**config.mk**
```make
export PLATFORM = sky130hd
export DESIGN_NAME = scp_top
export DESIGN_NICKNAME = d
export VERILOG_FILES = /design/src/rtl/scp_pkg.sv /design/src/rtl/scp_bus_monitor.sv /design/src/rtl/scp_watchdog.sv /design/src/rtl/scp_top.sv
export VERILOG_INCLUDE_DIRS = /design/src /design/src/rtl
export SDC_FILE = /design/constraint.sdc
export NUM_CORES = 1
export LEC_CHECK = 0
export BUFFER_PORTS_ARGS = -buffer_cell sky130_fd_sc_hd__buf_2
export CELL_PAD_IN_SITES_DETAIL_PLACEMENT = 1
export CELL_PAD_IN_SITES_GLOBAL_PLACEMENT = 2
export CORE_ASPECT_RATIO = 1.75
export CORE_UTILIZATION = 29
export CTS_CLUSTER_DIAMETER = 40
export DETAILED_ROUTE_END_ITERATION = 8
export GPL_TIMING_DRIVEN = 0
export PLACE_DENSITY = 0.75
export SKIP_LAST_GASP = 1
export SLEW_MARGIN = 15
export SYNTH_ARGS = -nofsm -noshare
export SYNTH_HDL_FRONTEND = slang
export SYNTH_SLANG_ARGS = --single-unit
```
**constraint.sdc**
```tcl
create_clock -name aclk -period 2.1 [get_ports aclk]
set_clock_uncertainty 0.05 [all_clocks]
set_input_delay 0.105 -clock aclk [delete_from_list [all_inputs] [get_ports aclk]]
set_output_delay 0.105 -clock aclk [all_outputs]
set_load 0.05 [all_outputs]
```
**src/rtl/scp_map.svh**
```systemverilog
// offsets, field positions, reset values and counts of the protection block
`ifndef SCP_MAP_SVH
`define SCP_MAP_SVH
`define SCP_CFG_OFS 8'h00
`define SCP_PROT_OFS 8'h04
`define SCP_SVC_OFS 8'h08
`define SCP_RSR_OFS 8'h0C
`define SCP_ARB_OFS 8'h10
`define SCP_CFG_SHOW 4
`define SCP_CFG_MM 6
`define SCP_CFG_SUPERVISOR_RESTRICT_BIT 7
`define SCP_CFG_SLV 8
`define SCP_CFG_FREEZE_BUS_MONITOR_BIT 9
`define SCP_CFG_FREEZE_WATCHDOG_BIT 10
`define SCP_PROT_SWT 0
`define SCP_PROT_SWP 2
`define SCP_PROT_BMT 3
`define SCP_PROT_BME 5
`define SCP_PROT_HME 6
`define SCP_PROT_SWE 7
`define SCP_CFG_RST 32'h0000_00CF
`define SCP_CFG_WMASK 32'h0000_06FF
`define SCP_PROT_RST 32'h0000_0000
`define SCP_PROT_WMASK 32'h0000_00FF
`define SCP_RSR_POR 4'h8
`define SCP_BASE_LO 24'h7FF000
`define SCP_BASE_HI 24'hFFF000
`define SCP_BLOCK_SIZE 24'h001000
`define SCP_SVC_ARM 8'h55
`define SCP_SVC_DONE 8'hAA
`define SCP_PRE_LAST 9'h1FF
`define SCP_WD_EXP0 5'h09
`define SCP_BM_MAX 7'h40
`define SCP_RESP_OK 2'h0
`define SCP_RESP_SLV 2'h2
`define SCP_RESP_DEC 2'h3
`endif

```
**src/rtl/scp_pkg.sv**
```systemverilog
// shared types of the configuration and protection block
package scp_pkg;
  typedef enum logic [0:0] {ARB_IDLE, ARB_BIT} scp_arb_e;
  typedef logic [1:0] scp_resp_t;
endpackage

```
**src/rtl/scp_bus_monitor.sv**
```systemverilog
// bus response monitor: counts clocks of a bus cycle until acknowledge
`timescale 1ns/100ps
`include "scp_map.svh"
module scp_bus_monitor (
  input wire logic aclk,
  input wire logic aresetn,
  input wire logic cyc_start,
  input wire logic cyc_ext,
  input wire logic data_size_acknowledge,
  input wire logic autovector_request,
  input wire logic byte_pair_first,
  input wire logic bus_monitor_enable,
  input wire logic [1:0] bus_timeout_select,
  input wire logic freeze,
  input wire logic freeze_bus_monitor_bit,
  input wire logic low_power_stop,
  output logic bus_timeout
);
  import scp_pkg::*;
  logic active_r, active_nxt, to_r, to_nxt, ack, mon_ok;
  logic [6:0] cnt_r, cnt_nxt, lim;

  // limit halves for each step of the select code
  assign lim = `SCP_BM_MAX >> bus_timeout_select;
  assign ack = data_size_acknowledge | autovector_request;
  assign mon_ok = !(freeze && freeze_bus_monitor_bit) && !low_power_stop;
  assign bus_timeout = to_r;

  // start, count, acknowledge; an acknowledge on the first of a byte pair is ignored
  always_comb begin
    active_nxt = active_r;
    cnt_nxt = cnt_r;
    to_nxt = 1'b0;
    if (active_r) begin
      if (ack && !byte_pair_first) begin
        active_nxt = 1'b0;
      end else if (!mon_ok) begin
        active_nxt = 1'b0;
      end else if (cnt_r + 7'h01 == lim) begin
        to_nxt = 1'b1;
        active_nxt = 1'b0;
      end else begin
        cnt_nxt = cnt_r + 7'h01;
      end
    end else if (cyc_start && (!cyc_ext || bus_monitor_enable) && mon_ok) begin
      active_nxt = 1'b1;
      cnt_nxt = 7'h00;
    end
    if (!aresetn) begin
      active_nxt = 1'b0;
      cnt_nxt = 7'h00;
      to_nxt = 1'b0;
    end
  end

  always_ff @(posedge aclk) begin
    active_r <= active_nxt;
    cnt_r <= cnt_nxt;
    to_r <= to_nxt;
  end

  property p_bm_eight;
    @(posedge aclk) disable iff (!aresetn)
    (!active_r && cyc_start && !cyc_ext && mon_ok && bus_timeout_select == 2'b11)
      ##1 (!ack && mon_ok && bus_timeout_select == 2'b11)[*8] |=> bus_timeout;
  endproperty
  a_bm_eight: assert property (p_bm_eight) else $error("bus monitor missed 8 clock limit");
  property p_bm_ack;
    @(posedge aclk) disable iff (!aresetn)
    active_r && ack && !byte_pair_first |=> !bus_timeout && !active_r;
  endproperty
  a_bm_ack: assert property (p_bm_ack) else $error("acknowledge did not end monitoring");
  c_bm_to: cover property (@(posedge aclk) disable iff (!aresetn) bus_timeout);
endmodule

```
**src/rtl/scp_watchdog.sv**
```systemverilog
// software watchdog clocked by sampled crystal edges
`timescale 1ns/100ps
`include "scp_map.svh"
module scp_watchdog (
  input wire logic aclk,
  input wire logic aresetn,
  input wire logic crystal_input,
  input wire logic enable,
  input wire logic prescale,
  input wire logic [1:0] timing,
  input wire logic svc_wr,
  input wire logic [7:0] svc_data,
  input wire logic low_power_stop,
  input wire logic freeze,
  input wire logic freeze_watchdog_bit,
  output logic wd_fire,
  output logic wd_armed
);
  import scp_pkg::*;
  logic x_s1, x_s2, x_s3, tick, ptick, run, svc_done;
  logic arm_r, arm_nxt, fire_r, fire_nxt;
  logic [8:0] pre_r, pre_nxt;
  logic [15:0] cnt_r, cnt_nxt, lim;
  logic [1:0] swt_r, swt_nxt;

  // crystal is asynchronous: two flops, then an edge detector on the second
  always_ff @(posedge aclk) begin
    x_s1 <= crystal_input;
    x_s2 <= x_s1;
    x_s3 <= x_s2;
  end

  assign run = enable && !low_power_stop && !(freeze && freeze_watchdog_bit);
  assign tick = x_s2 && !x_s3 && run;
  assign ptick = prescale ? (tick && pre_r == `SCP_PRE_LAST) : tick;
  // timing field in force is the one latched at the last service
  assign lim = (16'h0001 << (`SCP_WD_EXP0 + {2'b00, swt_r, 1'b0})) - 16'h0001;
  assign svc_done = svc_wr && svc_data == `SCP_SVC_DONE && arm_r;
  assign wd_fire = fire_r;
  assign wd_armed = arm_r;

  // other values leave the sequence where it stands
  always_comb begin
    arm_nxt = arm_r;
    pre_nxt = pre_r;
    cnt_nxt = cnt_r;
    swt_nxt = swt_r;
    fire_nxt = 1'b0;
    if (svc_wr && svc_data == `SCP_SVC_ARM) begin
      arm_nxt = 1'b1;
    end
    if (svc_done) begin
      arm_nxt = 1'b0;
      pre_nxt = 9'h000;
      cnt_nxt = 16'h0000;
      swt_nxt = timing;
    end else if (!enable) begin
      pre_nxt = 9'h000;
      cnt_nxt = 16'h0000;
    end else if (tick) begin
      pre_nxt = prescale ? pre_r + 9'h001 : 9'h000;
      if (ptick) begin
        if (cnt_r == lim) begin
          fire_nxt = 1'b1;
          cnt_nxt = 16'h0000;
        end else begin
          cnt_nxt = cnt_r + 16'h0001;
        end
      end
    end
    if (!aresetn) begin
      arm_nxt = 1'b0;
      pre_nxt = 9'h000;
      cnt_nxt = 16'h0000;
      swt_nxt = 2'b00;
      fire_nxt = 1'b0;
    end
  end

  always_ff @(posedge aclk) begin
    arm_r <= arm_nxt;
    pre_r <= pre_nxt;
    cnt_r <= cnt_nxt;
    swt_r <= swt_nxt;
    fire_r <= fire_nxt;
  end

  property p_wd_stop;
    @(posedge aclk) disable iff (!aresetn)
    low_power_stop && enable && !svc_done |=> $stable(cnt_r) && $stable(pre_r);
  endproperty
  a_wd_stop: assert property (p_wd_stop) else $error("watchdog moved in stop");
  property p_wd_svc;
    @(posedge aclk) disable iff (!aresetn)
    svc_done |=> cnt_r == 16'h0000 && !arm_r && swt_r == $past(timing);
  endproperty
  a_wd_svc: assert property (p_wd_svc) else $error("service did not restart count");
  c_wd_fire: cover property (@(posedge aclk) disable iff (!aresetn) wd_fire);
endmodule

```
**src/rtl/scp_top.sv**
```systemverilog
// system configuration and protection block with axi4-lite registers
`timescale 1ns/100ps
`include "scp_map.svh"
module scp_top #(
  parameter int NMOD = 4
) (
  input wire logic aclk,
  input wire logic aresetn,
  input wire logic por_n,
  input wire logic [7:0] awaddr,
  input wire logic [2:0] awprot,
  input wire logic awvalid,
  output logic awready,
  input wire logic [31:0] wdata,
  input wire logic [3:0] wstrb,
  input wire logic wvalid,
  output logic wready,
  output scp_pkg::scp_resp_t bresp,
  output logic bvalid,
  input wire logic bready,
  input wire logic [7:0] araddr,
  input wire logic [2:0] arprot,
  input wire logic arvalid,
  output logic arready,
  output logic [31:0] rdata,
  output scp_pkg::scp_resp_t rresp,
  output logic rvalid,
  input wire logic rready,
  input wire logic data_line_eleven,
  input wire logic clock_mode_pin,
  input wire logic crystal_input,
  input wire logic low_power_stop,
  input wire logic freeze,
  input wire logic cyc_start,
  input wire logic cyc_ext,
  input wire logic data_size_acknowledge,
  input wire logic autovector_request,
  input wire logic byte_pair_first,
  input wire logic halt_in,
  input wire logic [NMOD-1:0] irq_req,
  input wire logic iack,
  output logic iack_done,
  output logic [$clog2(NMOD)-1:0] iack_winner,
  output logic iack_spurious,
  output logic internal_bus_error,
  output logic sys_reset_req,
  output logic [23:0] ctrl_block_base,
  output logic show_cycles_en,
  output logic ext_arb_en,
  output logic grant_halts,
  output logic slave_test_flag
);
  import scp_pkg::*;
  localparam int MW = $clog2(NMOD);
  localparam int FW = 4 * (NMOD - 1);
  logic d11_s1, d11_s2, mck_s1, mck_s2;
  logic [31:0] cfg_r, cfg_nxt, prot_r, prot_nxt, rd_val, wd_word;
  logic [FW-1:0] arbf_r, arbf_nxt;
  logic slave_r, slave_nxt, rstd_r, rstd_nxt;
  logic [3:0] rsr_r, rsr_nxt, wstrb_r, wstrb_nxt;
  logic pend_wd_r, pend_wd_nxt, pend_halt_r, pend_halt_nxt;
  logic aw_have_r, aw_have_nxt, w_have_r, w_have_nxt;
  logic bvalid_r, bvalid_nxt, rvalid_r, rvalid_nxt, awpriv_r, awpriv_nxt;
  logic [7:0] awaddr_r, awaddr_nxt;
  logic [31:0] wdata_r, wdata_nxt, rdata_r, rdata_nxt;
  scp_resp_t bresp_r, bresp_nxt, rresp_r, rresp_nxt, wr_resp;
  logic do_wr, svc_wr, wd_fire, bm_internal_bus_error, halt_hit;
  scp_arb_e st_r, st_nxt;
  logic [1:0] bit_r, bit_nxt;
  logic [NMOD-1:0] cand_r, cand_nxt, col, cand_m;
  logic [MW-1:0] win_r, win_nxt;
  logic done_r, done_nxt, spur_r, spur_nxt, sberr_r, sberr_nxt;
  logic [3:0] fld [NMOD];

  // unmapped gets decode error; user access blocked when restricted, except to the reset status register
  function automatic scp_resp_t acc_resp(input logic [7:0] a, input logic priv,
      input logic supervisor_restrict_bit);
    if (a != `SCP_CFG_OFS && a != `SCP_PROT_OFS && a != `SCP_SVC_OFS &&
        a != `SCP_RSR_OFS && a != `SCP_ARB_OFS) begin
      return `SCP_RESP_DEC;
    end
    if (supervisor_restrict_bit && !priv && a != `SCP_RSR_OFS) begin
      return `SCP_RESP_SLV;
    end
    return `SCP_RESP_OK;
  endfunction

  // byte-lane merge limited to writable bits
  function automatic logic [31:0] wr_merge(input logic [31:0] old_v, input logic [31:0] new_v,
      input logic [3:0] strb, input logic [31:0] wmask);
    logic [31:0] m;
    m = 32'h0000_0000;
    for (int b = 0; b < 4; b++) begin
      m[8*b +: 8] = {8{strb[b]}};
    end
    m = m & wmask;
    return (old_v & ~m) | (new_v & m);
  endfunction

  // lowest index wins when fields tie, so the block's own request goes first
  function automatic logic [MW-1:0] first_set(input logic [NMOD-1:0] m);
    logic [MW-1:0] r;
    r = '0;
    for (int i = NMOD - 1; i >= 0; i--) begin
      if (m[i]) begin
        r = MW'(i);
      end
    end
    return r;
  endfunction

  // strap pins are asynchronous to the bus clock
  always_ff @(posedge aclk) begin
    d11_s1 <= data_line_eleven;
    d11_s2 <= d11_s1;
    mck_s1 <= clock_mode_pin;
    mck_s2 <= mck_s1;
  end

  // configuration outputs
  assign ctrl_block_base = cfg_r[`SCP_CFG_MM] ? `SCP_BASE_HI : `SCP_BASE_LO;
  assign show_cycles_en = cfg_r[`SCP_CFG_SHOW +: 2] != 2'b00;
  assign ext_arb_en = cfg_r[`SCP_CFG_SHOW +: 2] != 2'b01;
  assign grant_halts = cfg_r[`SCP_CFG_SHOW +: 2] == 2'b11;
  assign slave_test_flag = slave_r;
  assign awready = !aw_have_r && !bvalid_r;
  assign wready = !w_have_r && !bvalid_r;
  assign bvalid = bvalid_r;
  assign bresp = bresp_r;
  assign arready = !rvalid_r;
  assign rvalid = rvalid_r;
  assign rdata = rdata_r;
  assign rresp = rresp_r;
  assign do_wr = aw_have_r && w_have_r && !bvalid_r;
  assign wr_resp = acc_resp(awaddr_r, awpriv_r, cfg_r[`SCP_CFG_SUPERVISOR_RESTRICT_BIT]);
  assign svc_wr = do_wr && wr_resp == `SCP_RESP_OK && awaddr_r == `SCP_SVC_OFS && wstrb_r[0];
  assign wd_word = wr_merge(32'(arbf_r), wdata_r, wstrb_r, 32'hFFFF_FFFF);

  // read data; slave flag merged in, service register reads zero
  always_comb begin
    case (araddr)
      `SCP_CFG_OFS: rd_val = cfg_r | (32'(slave_r) << `SCP_CFG_SLV);
      `SCP_PROT_OFS: rd_val = prot_r;
      `SCP_RSR_OFS: rd_val = {28'h0000000, rsr_r};
      `SCP_ARB_OFS: rd_val = 32'(arbf_r);
      default: rd_val = 32'h0000_0000;
    endcase
  end

  // register bus: address and data taken in either order, one write at a time
  always_comb begin
    aw_have_nxt = aw_have_r;
    w_have_nxt = w_have_r;
    awaddr_nxt = awaddr_r;
    awpriv_nxt = awpriv_r;
    wdata_nxt = wdata_r;
    wstrb_nxt = wstrb_r;
    bvalid_nxt = bvalid_r;
    bresp_nxt = bresp_r;
    rvalid_nxt = rvalid_r;
    rdata_nxt = rdata_r;
    rresp_nxt = rresp_r;
    cfg_nxt = cfg_r;
    prot_nxt = prot_r;
    arbf_nxt = arbf_r;
    if (awvalid && awready) begin
      aw_have_nxt = 1'b1;
      awaddr_nxt = awaddr;
      awpriv_nxt = awprot[0];
    end
    if (wvalid && wready) begin
      w_have_nxt = 1'b1;
      wdata_nxt = wdata;
      wstrb_nxt = wstrb;
    end
    if (do_wr) begin
      aw_have_nxt = 1'b0;
      w_have_nxt = 1'b0;
      bvalid_nxt = 1'b1;
      bresp_nxt = wr_resp;
      if (wr_resp == `SCP_RESP_OK) begin
        case (awaddr_r)
          `SCP_CFG_OFS: cfg_nxt = wr_merge(cfg_r, wdata_r, wstrb_r, `SCP_CFG_WMASK);
          `SCP_PROT_OFS: prot_nxt = wr_merge(prot_r, wdata_r, wstrb_r, `SCP_PROT_WMASK);
          `SCP_ARB_OFS: arbf_nxt = wd_word[FW-1:0];
          default: ;
        endcase
      end
    end
    if (bvalid_r && bready) begin
      bvalid_nxt = 1'b0;
    end
    if (arvalid && arready) begin
      rvalid_nxt = 1'b1;
      rresp_nxt = acc_resp(araddr, arprot[0], cfg_r[`SCP_CFG_SUPERVISOR_RESTRICT_BIT]);
      rdata_nxt = (rresp_nxt == `SCP_RESP_OK) ? rd_val : 32'h0000_0000;
    end else if (rvalid_r && rready) begin
      rvalid_nxt = 1'b0;
    end
    if (!aresetn) begin
      aw_have_nxt = 1'b0;
      w_have_nxt = 1'b0;
      bvalid_nxt = 1'b0;
      rvalid_nxt = 1'b0;
      bresp_nxt = `SCP_RESP_OK;
      rresp_nxt = `SCP_RESP_OK;
      rdata_nxt = 32'h0000_0000;
      cfg_nxt = `SCP_CFG_RST;
      arbf_nxt = '0;
      // prescale is the inverse of the clock mode pin, software may change it later
      prot_nxt = `SCP_PROT_RST | (32'(!mck_s2) << `SCP_PROT_SWP);
    end
  end

  always_ff @(posedge aclk) begin
    aw_have_r <= aw_have_nxt;
    w_have_r <= w_have_nxt;
    awaddr_r <= awaddr_nxt;
    awpriv_r <= awpriv_nxt;
    wdata_r <= wdata_nxt;
    wstrb_r <= wstrb_nxt;
    bvalid_r <= bvalid_nxt;
    bresp_r <= bresp_nxt;
    rvalid_r <= rvalid_nxt;
    rdata_r <= rdata_nxt;
    rresp_r <= rresp_nxt;
    cfg_r <= cfg_nxt;
    prot_r <= prot_nxt;
    arbf_r <= arbf_nxt;
  end

  // reset causes: pending flags are captured by the block reset and then cleared; power-on also clears them
  assign halt_hit = aresetn && halt_in && prot_r[`SCP_PROT_HME] && !low_power_stop;
  assign sys_reset_req = pend_wd_r || pend_halt_r;
  always_comb begin
    rstd_nxt = !aresetn;
    slave_nxt = !aresetn ? !d11_s2 : slave_r;
    // causes captured on the first reset cycle, then the pending flags drop
    pend_wd_nxt = (pend_wd_r && !(rstd_r && !aresetn)) || wd_fire;
    pend_halt_nxt = (pend_halt_r && !(rstd_r && !aresetn)) || halt_hit;
    rsr_nxt = rsr_r;
    if (!aresetn && !rstd_r) begin
      rsr_nxt = {1'b0, !(pend_wd_r || pend_halt_r), pend_halt_r, pend_wd_r};
    end
    if (!por_n) begin
      rsr_nxt = `SCP_RSR_POR;
      pend_wd_nxt = 1'b0;
      pend_halt_nxt = 1'b0;
    end
  end

  always_ff @(posedge aclk) begin
    rstd_r <= rstd_nxt;
    slave_r <= slave_nxt;
    pend_wd_r <= pend_wd_nxt;
    pend_halt_r <= pend_halt_nxt;
    rsr_r <= rsr_nxt;
  end

  // priority fields: index 0 is this block, others from the field register
  always_comb begin
    fld[0] = cfg_r[3:0];
    for (int i = 1; i < NMOD; i++) begin
      fld[i] = arbf_r[4*(i-1) +: 4];
    end
    for (int i = 0; i < NMOD; i++) begin
      col[i] = fld[i][bit_r];
    end
  end

  // serial contention, most significant field bit first
  assign cand_m = (|(cand_r & col)) ? (cand_r & col) : cand_r;
  always_comb begin
    st_nxt = st_r;
    bit_nxt = bit_r;
    cand_nxt = cand_r;
    win_nxt = win_r;
    done_nxt = 1'b0;
    spur_nxt = 1'b0;
    sberr_nxt = 1'b0;
    case (st_r)
      ARB_IDLE: begin
        if (iack) begin
          st_nxt = ARB_BIT;
          bit_nxt = 2'h3;
          cand_nxt = irq_req;
        end
      end
      ARB_BIT: begin
        cand_nxt = cand_m;
        bit_nxt = bit_r - 2'h1;
        if (bit_r == 2'h0) begin
          st_nxt = ARB_IDLE;
          done_nxt = 1'b1;
          if (cand_m == '0) begin
            // no winner: report index zero rather than a stale one
            win_nxt = '0;
            sberr_nxt = 1'b1;
          end else begin
            win_nxt = first_set(cand_m);
            spur_nxt = fld[first_set(cand_m)] == 4'h0;
          end
        end
      end
      default: st_nxt = ARB_IDLE;
    endcase
    if (!aresetn) begin
      st_nxt = ARB_IDLE;
      bit_nxt = 2'h3;
      cand_nxt = '0;
      win_nxt = '0;
      done_nxt = 1'b0;
      spur_nxt = 1'b0;
      sberr_nxt = 1'b0;
    end
  end

  always_ff @(posedge aclk) begin
    st_r <= st_nxt;
    bit_r <= bit_nxt;
    cand_r <= cand_nxt;
    win_r <= win_nxt;
    done_r <= done_nxt;
    spur_r <= spur_nxt;
    sberr_r <= sberr_nxt;
  end

  assign iack_done = done_r;
  assign iack_winner = win_r;
  assign iack_spurious = spur_r;
  assign internal_bus_error = bm_internal_bus_error || sberr_r;

  scp_bus_monitor u_bm (
    .aclk(aclk),
    .aresetn(aresetn),
    .cyc_start(cyc_start),
    .cyc_ext(cyc_ext),
    .data_size_acknowledge(data_size_acknowledge),
    .autovector_request(autovector_request),
    .byte_pair_first(byte_pair_first),
    .bus_monitor_enable(prot_r[`SCP_PROT_BME]),
    .bus_timeout_select(prot_r[`SCP_PROT_BMT +: 2]),
    .freeze(freeze),
    .freeze_bus_monitor_bit(cfg_r[`SCP_CFG_FREEZE_BUS_MONITOR_BIT]),
    .low_power_stop(low_power_stop),
    .bus_timeout(bm_internal_bus_error)
  );

  scp_watchdog u_wd (
    .aclk(aclk),
    .aresetn(aresetn),
    .crystal_input(crystal_input),
    .enable(prot_r[`SCP_PROT_SWE]),
    .prescale(prot_r[`SCP_PROT_SWP]),
    .timing(prot_r[`SCP_PROT_SWT +: 2]),
    .svc_wr(svc_wr),
    .svc_data(wdata_r[7:0]),
    .low_power_stop(low_power_stop),
    .freeze(freeze),
    .freeze_watchdog_bit(cfg_r[`SCP_CFG_FREEZE_WATCHDOG_BIT]),
    .wd_fire(wd_fire),
    .wd_armed()
  );

  property p_arb_time;
    @(posedge aclk) disable iff (!aresetn)
    st_r == ARB_IDLE && iack |-> ##5 iack_done;
  endproperty
  a_arb_time: assert property (p_arb_time) else $error("acknowledge not resolved in 5");
  property p_spur;
    @(posedge aclk) disable iff (!aresetn)
    iack_spurious |-> iack_done && fld[iack_winner] == 4'h0;
  endproperty
  a_spur: assert property (p_spur) else $error("spurious with nonzero field");
  property p_rst_fields;
    @(posedge aclk) $rose(aresetn) |-> cfg_r[3:0] == 4'hF && arbf_r == '0;
  endproperty
  a_rst_fields: assert property (p_rst_fields) else $error("bad reset priority");
  property p_nowin;
    @(posedge aclk) disable iff (!aresetn)
    st_r == ARB_IDLE && iack && irq_req == '0 |-> ##5 internal_bus_error;
  endproperty
  a_nowin: assert property (p_nowin) else $error("no winner without bus error");
  property p_base;
    @(posedge aclk) disable iff (!aresetn)
    $rose(cfg_r[`SCP_CFG_MM]) |-> ctrl_block_base == `SCP_BASE_HI;
  endproperty
  a_base: assert property (p_base) else $error("block base not moved");
  property p_user;
    @(posedge aclk) disable iff (!aresetn)
    arvalid && arready && cfg_r[`SCP_CFG_SUPERVISOR_RESTRICT_BIT] && !arprot[0] && araddr == `SCP_CFG_OFS
      |=> rvalid && rresp == `SCP_RESP_SLV;
  endproperty
  a_user: assert property (p_user) else $error("user read not refused");
  property p_halt;
    @(posedge aclk) disable iff (!aresetn) halt_hit |=> sys_reset_req[*2];
  endproperty
  a_halt: assert property (p_halt) else $error("halt did not request reset");
  property p_cause;
    @(posedge aclk) disable iff (!por_n)
    !aresetn && !rstd_r && pend_wd_r |=> rsr_r[0] && !rsr_r[2];
  endproperty
  a_cause: assert property (p_cause) else $error("watchdog cause not latched");
  property p_slave;
    @(posedge aclk) $rose(aresetn) |-> slave_test_flag == !$past(d11_s2);
  endproperty
  a_slave: assert property (p_slave) else $error("slave flag not sampled");
  c_win: cover property (@(posedge aclk) disable iff (!aresetn) iack_done && !iack_spurious);
  c_wr_ok: cover property (@(posedge aclk) disable iff (!aresetn) bvalid && bresp == 2'h0);
endmodule

```
After elaboration in Yosys (flattened, before gate mapping):

Index checks and enable logic that the tools add are counted.

* register bits after elaboration: 224
* bits of input ports: 82
* output and inout bits: 75
* logic and storage cells: 271

* add/subtract/negate cells: 6
* order comparisons: 2
* eq/ne operators: 28
* shift operators: 2
* mux-type cells: 70
* bitwise operators: 24
* reductions and logical operators: 97

Operator list (count)
* $pmux W32 S4: 1
* $and A32 B32 Y32: 2
* $or A32 B32 Y32: 2
* $logic_and A1 B1 Y1: 45
* $mux W2: 18
* $mux W7: 5
* $and A32 B11 Y32: 1
* $and A32 B8 Y32: 1
* $mux W32: 1
* $ne A8 B4 Y1 const B: 4
* $not A11 Y32: 1
* $not A8 Y32: 1
* $or A32 B9 Y32: 1
* $mux W1: 26
* $and A12 B12 Y12: 2
* $mux W24: 1
* $logic_not A1 Y1: 18
* $add A16 B1 Y16 const B: 1
* $eq A16 B16 Y1: 1
* $eq A8 B3 Y1 const B: 2
* $eq A8 B4 Y1 const B: 2
* $eq A8 B5 Y1 const B: 2
* $logic_not A8 Y1: 2
* $mux W16: 1
* 44 further kinds: 88

Logic depth before layout (Yosys ltp):

* word-level depth: 17
* depth in mapped cells: 10
* mapped depth without buffers: 10

Cells and area by module:

A second synthesis with hierarchy kept.

* cells, all modules: 681
* area total of the unflattened synthesis: 6542.5 um^2

Modules (own cells, without submodules)
* scp_top: instances 1, cells each 431, area each 4324.1 um^2, seq. area each 2192.1 um^2
* scp_watchdog: instances 1, cells each 168, area each 1521.5 um^2, seq. area each 640.6 um^2
* scp_bus_monitor: instances 1, cells each 82, area each 696.9 um^2, seq. area each 180.2 um^2

Worst setup path before layout:

OpenSTA, ideal clock, no wires.

* path type: register to register
* start point: register awaddr_r[0]
* end point: register u_wd.cnt_r[8]
* setup time: 0.115 ns
* data arrival time: 2.113 ns
* data required time: 1.935 ns
* slack: -0.178 ns
* stages on the path, launching flop included: 10
* path buffers: 2
* period minus slack after synthesis: 2.278 ns
* path through: edfxtp_1 -> or4_4 -> nor2_4 -> nand2_2 -> or4_4 -> buf_6 -> nand3_2 -> or2b_4 -> buf_12 -> nor2_1

* longest elaborated chain between the ends: 14
* elaborated cells on any way between the ends: 24
* those cells by class: eq/ne (5); mux (6); reduce/logical (13)

Ends and longest elaborated chain
* start, declared: line scp_top.sv:64 `logic [7:0] awaddr_r, awaddr_nxt;`
* start signal, assigned: line scp_top.sv:218 `awaddr_r <= awaddr_nxt;`
* $ne A8 B3 Y1 (no source line) / $reduce_bool A8 Y1 (equally long branches)
* $logic_and A1 B1 Y1 (no source line) (4 in series)
* $mux W1: line scp_top.sv:78 `` if (a != `SCP_CFG_OFS && a != `SCP_PROT_OFS && a != `SCP_SVC_OFS && ``
* $mux W2: line scp_top.sv:82 `` if (supervisor_restrict_bit && !priv && a != `SCP_RSR_OFS) begin ``
* $logic_not A2 Y1 (no source line)
* $logic_and A1 B1 Y1 (no source line)
* $logic_and A1 B1 Y1 (no source line) (*)
* $logic_and A1 B1 Y1 (*): line scp_top.sv:136 `` assign svc_wr = do_wr && wr_resp == `SCP_RESP_OK && awaddr_r == `SCP_SVC_OFS && wstrb_r[0]; ``
* $logic_and A1 B1 Y1 (no source line) (*)
* $logic_and A1 B1 Y1 (*): line scp_watchdog.sv:38 `` assign svc_done = svc_wr && svc_data == `SCP_SVC_DONE && arm_r; ``
* $reduce_or A3 Y1 (no source line) (*)
* end signal, assigned: line scp_watchdog.sv:83 `cnt_r <= cnt_nxt;`
* end, declared: line scp_watchdog.sv:23 `logic [15:0] cnt_r, cnt_nxt, lim;`

Every way passes the cells marked *; elsewhere a longest branch is shown, timed or not. The select of a mux whose other input is x is not followed.
A chain may end at the register's enable or synchronous reset.

Worst setup path after layout:

* start point: register bit_r[0]
* end point: register win_r[0], in the netlist iack_winner[0]

* longest elaborated chain between the ends: 10
* elaborated cells on any way between the ends: 19
* those cells by class: mux (14); bitwise (1); reduce/logical (4)

Ends and longest elaborated chain
* start, declared: line scp_top.sv:69 `logic [1:0] bit_r, bit_nxt;`
* start signal, assigned: line scp_top.sv:320 `bit_r <= bit_nxt;`
* $bmux W1 S2: line scp_top.sv:267 `col[i] = fld[i][bit_r];`
* $mux W1 (not written as such): line scp_top.sv:267
* $and A4 B4 Y4: line scp_top.sv:272 `assign cand_m = (|(cand_r & col)) ? (cand_r & col) : cand_r;`
* $reduce_or A4 Y1: line scp_top.sv:272
* $mux W4: line scp_top.sv:272
* $mux W2 (4 in series): line scp_top.sv:105 `if (m[i]) begin`
* $mux W2: line scp_top.sv:295 `if (cand_m == '0) begin`
* end signal, assigned: line scp_top.sv:322 `win_r <= win_nxt;`
* end, declared: line scp_top.sv:71 `logic [MW-1:0] win_r, win_nxt;`

Parallel ways exist; a longest one is shown, timed or not. The select of a mux whose other input is x is not followed.

==> results.md <==
- At the pin with the least slew margin, the transition time is between 0.8 and 0.9 ns.
- The number of buffers inserted during clock tree synthesis is 17.
- Routability-driven placement finished with a final weighted congestion of 0.7860.
- In this run the standard cell core region covers around 22000 µm².
- The flow ran to the end, but the final reports show violations.
- The largest family of logic cells by synthesized area is simple AND/OR/NAND/NOR gates.
- The worst setup path is captured at a flop.
- The height of the chip is between 150 and 200 µm.
- The global routing met2 resource utilization is about a third.
- The post-synthesis instance area is ~6500 µm².
- Multiplexer cells account for under 10% of the synthesized area.
- For this configuration, the core starts out at a cell density of 29.43%.
- The critical path runs through a total of 9 cells.
- The number of global-route vias before repair was about 5.7k.
- The number of clock sinks is 138.
- The final reports fail on DRC, setup timing.
- Sorting the synthesized cells by area gives the leading types as dfxtp_1 35%, edfxtp_1 12%, mux2i_1 6.0%, nor2_1 5.7%, buf_4 5.2%.
- The first global-routing pass estimated around 30 mm of wire.
- Together, buffers and inverters on the worst path number 2.
- For this run, the post-layout net count is just under 1k.
- The floorplan step set the die width to roughly 110 µm.
- The initial DRC count is around 180.
- The top cell type's share of synthesized area is a little over a third.
- The kind of critical path is flop to flop.
- At the worst endpoint, the required time is between 2 and 2.5 ns.
- The clock network power share is 45.8%.
- Global routing consumed, on the met3 layer, between 4 and 5% of the routing resources.
- Dividing the synthesized area by the synthesized cell count gives 9.283 µm².
- The number of antenna violations at the first check in global routing is 0.
- Before CTS, the worst setup slack after placement is -0.5259 ns.
- The maximum operating frequency is between 400 and 500 MHz.
- Walking the worst path, the cells encountered are buf_6 -> mux4_2 -> and2_4 -> a21o_1 -> a31oi_4 -> o41ai_4 -> buf_4 -> o21a_1 -> nor2_1.
- The post-synthesis adder-cell area fraction is about 1.2%.
- The site row count is approximately 70.
- The arrival time at the worst endpoint is 2.49 ns.
- Per report_power, the sequential group accounts for between 40 and 50% of the total.
- In the post-synthesis netlist, the cell with the most instances is dfxtp_1.
- The area share of and/or/nand/nor cells after synthesis is around 22%.
- The synthesized instance count is around 700.
- The largest total area in the synthesized netlist belongs to dfxtp_1.
- The worst-case IR drop observed on VDD is around 530 µV.
- The per-cell via count in the routed design is between 4 and 5.
- The final critical delay including setup and external delays is approximately 2.2 ns.
- Sequential elements use between 40% and 50% of the synthesized area.
- After clock tree synthesis, the clock-pin slew on the worst setup and hold paths is 0.06 ns.
- Counting along the longest clock path gives a buffer depth of 2.
- Wires add up to roughly 19 mm.
- From synthesis to final layout, the design area changed by 38.54%.
- The number of antenna diodes in the final layout is 0.
- Setup repair after global routing could not meet its margin everywhere.
- The synthesized-area fraction occupied by ao, oa, aoi and oai cells is a little under an eighth.
- CTS built an H-tree with a depth of 4.
- The ratio of cells with drive above 1 in the final layout is between 20% and 30%.
- Yosys mapped a number of flops with a built-in enable equal to 25.
- Setup violations remaining at the end of the flow were counted as 24.
- The most used flip-flop cell after synthesis is dfxtp_1.
- The number of maximum-capacitance violations is 0.
- The final number of max-transition violations is 0.
- TritonCTS built the clock tree.
- The switching power is 1.667 mW.
- The synthesized netlist devotes 3.249% of its cell area to XOR and XNOR gates.
- After synthesis, the most frequently instantiated cells are 113 x dfxtp_1, 98 x nor2_1, 75 x nand2_1.
- The worst hold margin is 0.05036 ns.
- In this run, the combinational gates consume just over 10% of the power.
- Detailed placement finished with a half-perimeter wire length of roughly 14 mm.
- The internal power is roughly 4.8 mW.
- The die covers about 23000 µm².
- The tightest min-delay check is of the primary input to flop type.
- The max-slew headroom at the worst pin is roughly two fifths.
- The switching portion of total power is between 20 and 30%.
- The largest driver fanout on the critical path is 4.
- The number of placed instances, taps included, is 1119.
- The global-route congestion overflow total is 0.
- Excluding fillers, the count of instances in the completed layout stands at ~1.2k.
- The largest stage delay on the critical path is 0.53 ns.
- The number of warnings reported in the yosys synthesis log is 0.
- The instance count along the most critical hold path is 3.
- At the later pin of the worst-skew pair, clock insertion delay measures 0.43 ns.
- Yosys mapped the design onto 70 distinct sky130hd cell types.
- The number of buffer cells added on primary ports is 85.
- In the final routed layout, each cell accounts on average for approximately 16 µm.
- The startpoint kind of the worst setup timing path is a flop.
- Cells fill between 40% and 50% of the core in the end.
- The total of flip-flops plus latches after synthesis is about 140.
- The category of cells accounting for the largest share of critical-path delay is compound AO/OA/AOI/OAI gates.
- Across all setup checks in the final design, the least slack found is -0.07660 ns.
- The fraction of registers with async set or reset after synthesis is 0%.
- The overall track demand over capacity in global routing is between 15 and 20%.
- The via count is between 5k and 6k.
- The most congested layer reported by global routing is met2.
- The largest individual stage delay along the critical path comes from the cell mux4_2.
- The clock tree root driver cell is clkbuf_16.
- The total iterations of the first detailed-routing run is 7.
- between 150 and 200 I/O pins were placed.
- Measured in cells, the most critical reg-to-reg path has a length of 9.
- Power spread over the standard cell area amounts to ~720 nW/µm².
- The final count of hold timing violations came to 0.
- The global routing usage on met1 is between 10% and 20%.
- The reported leakage power is about 3.8 nW.
- Entering global routing, the biggest net connects 17 pins.
- The worst path uses 103.6% of the clock period.
- Once detail routing completed, the nets flagged for antenna violations numbered 0.
- The number of remaining DRC errors is 1.
- The final total power is about 6.5 mW.
## layout by cell type, fill, tap and decap left out, types with 25 or more instances in the layout
cell type	n
buf_2	86
dfxtp_1	101
nand3_1	29
dlygate4sd3_1	36
edfxtp_1	25
conb_1	43
nor2_1	81
o21ai_0	25
mux2i_1	39
nand2_1	71
buf_4	69
## layout make-up
type / count / area (µm²)
buffer: 65 / 452.9
fill: 2607 / 13020
sequential: 138 / 3035
tap: 296 / 370.4
multi-input combinational: 521 / 3443
clock buffer: 22 / 454.2
inverter: 10 / 37.54
timing repair buffer: 152 / 1050
clock inverter: 10 / 120.1
## power by group through the flow
stage	clock (mW)	sequential, mW	combinational [mW]
after floorplan	0	2.90	0.412
after global placement	0	2.89	0.575
after detailed placement	0	2.89	0.578
after CTS	3.04	2.84	0.654
after global routing	3.14	2.85	0.708
final	2.95	2.84	0.662
## cell families (layout without fill, tap and decap cells)
kind of cell | count (synthesis) | in the layout
mux | 45 | 45
buf+inv | 79 | 259
fa+ha+maj | 6 | 6
compound gates | 105 | 105
flops | 138 | 138
simple gates | 298 | 298
other cells | 2 | 43
xor+xnor | 24 | 24
## stage by stage
step                      instance area, µm²  setup TNS [ns]
final                                   8964          -1.155
after global routing                    8964          -4.493
after CTS                               8718          -2.300
after detailed placement                7443          -19.78
after global placement                  7443          -18.24
after floorplan                         6648          -1.402
## metal layers
layer / vias to the layer above / wire length, µm
met1: 2693 / 7258
li1: 2774 / -
met5: - / 0
met3: 27 / 778
met4: 0 / 523
met2: 132 / 10680
## final timing paths
path / start / endpoint / slack (ns)
worst max-delay path: bit_r[0] / iack_winner[0] / -0.08
worst min-delay path: araddr[2] / rresp[0] / 0.05
worst max register to register: bit_r[0] / iack_winner[0] / -0.08
worst min register to register: mck_s1 / mck_s2 / 0.28
## worst min-delay path, delay by kind of cell
family | cells | cell delay, ns
compound gates | 2 | 0.27
buf+inv | 1 | 0.10
## timing repair
item	4_1_cts	5_1_grt
hold buffers	36	0
hold endpoints to repair	42	0
setup endpoints to repair	67	72
resized for setup	51	41
pin swaps	16	15
setup buffers	19	11
gates cloned	1	0
Note: power is estimated with default switching activity, not from simulation.
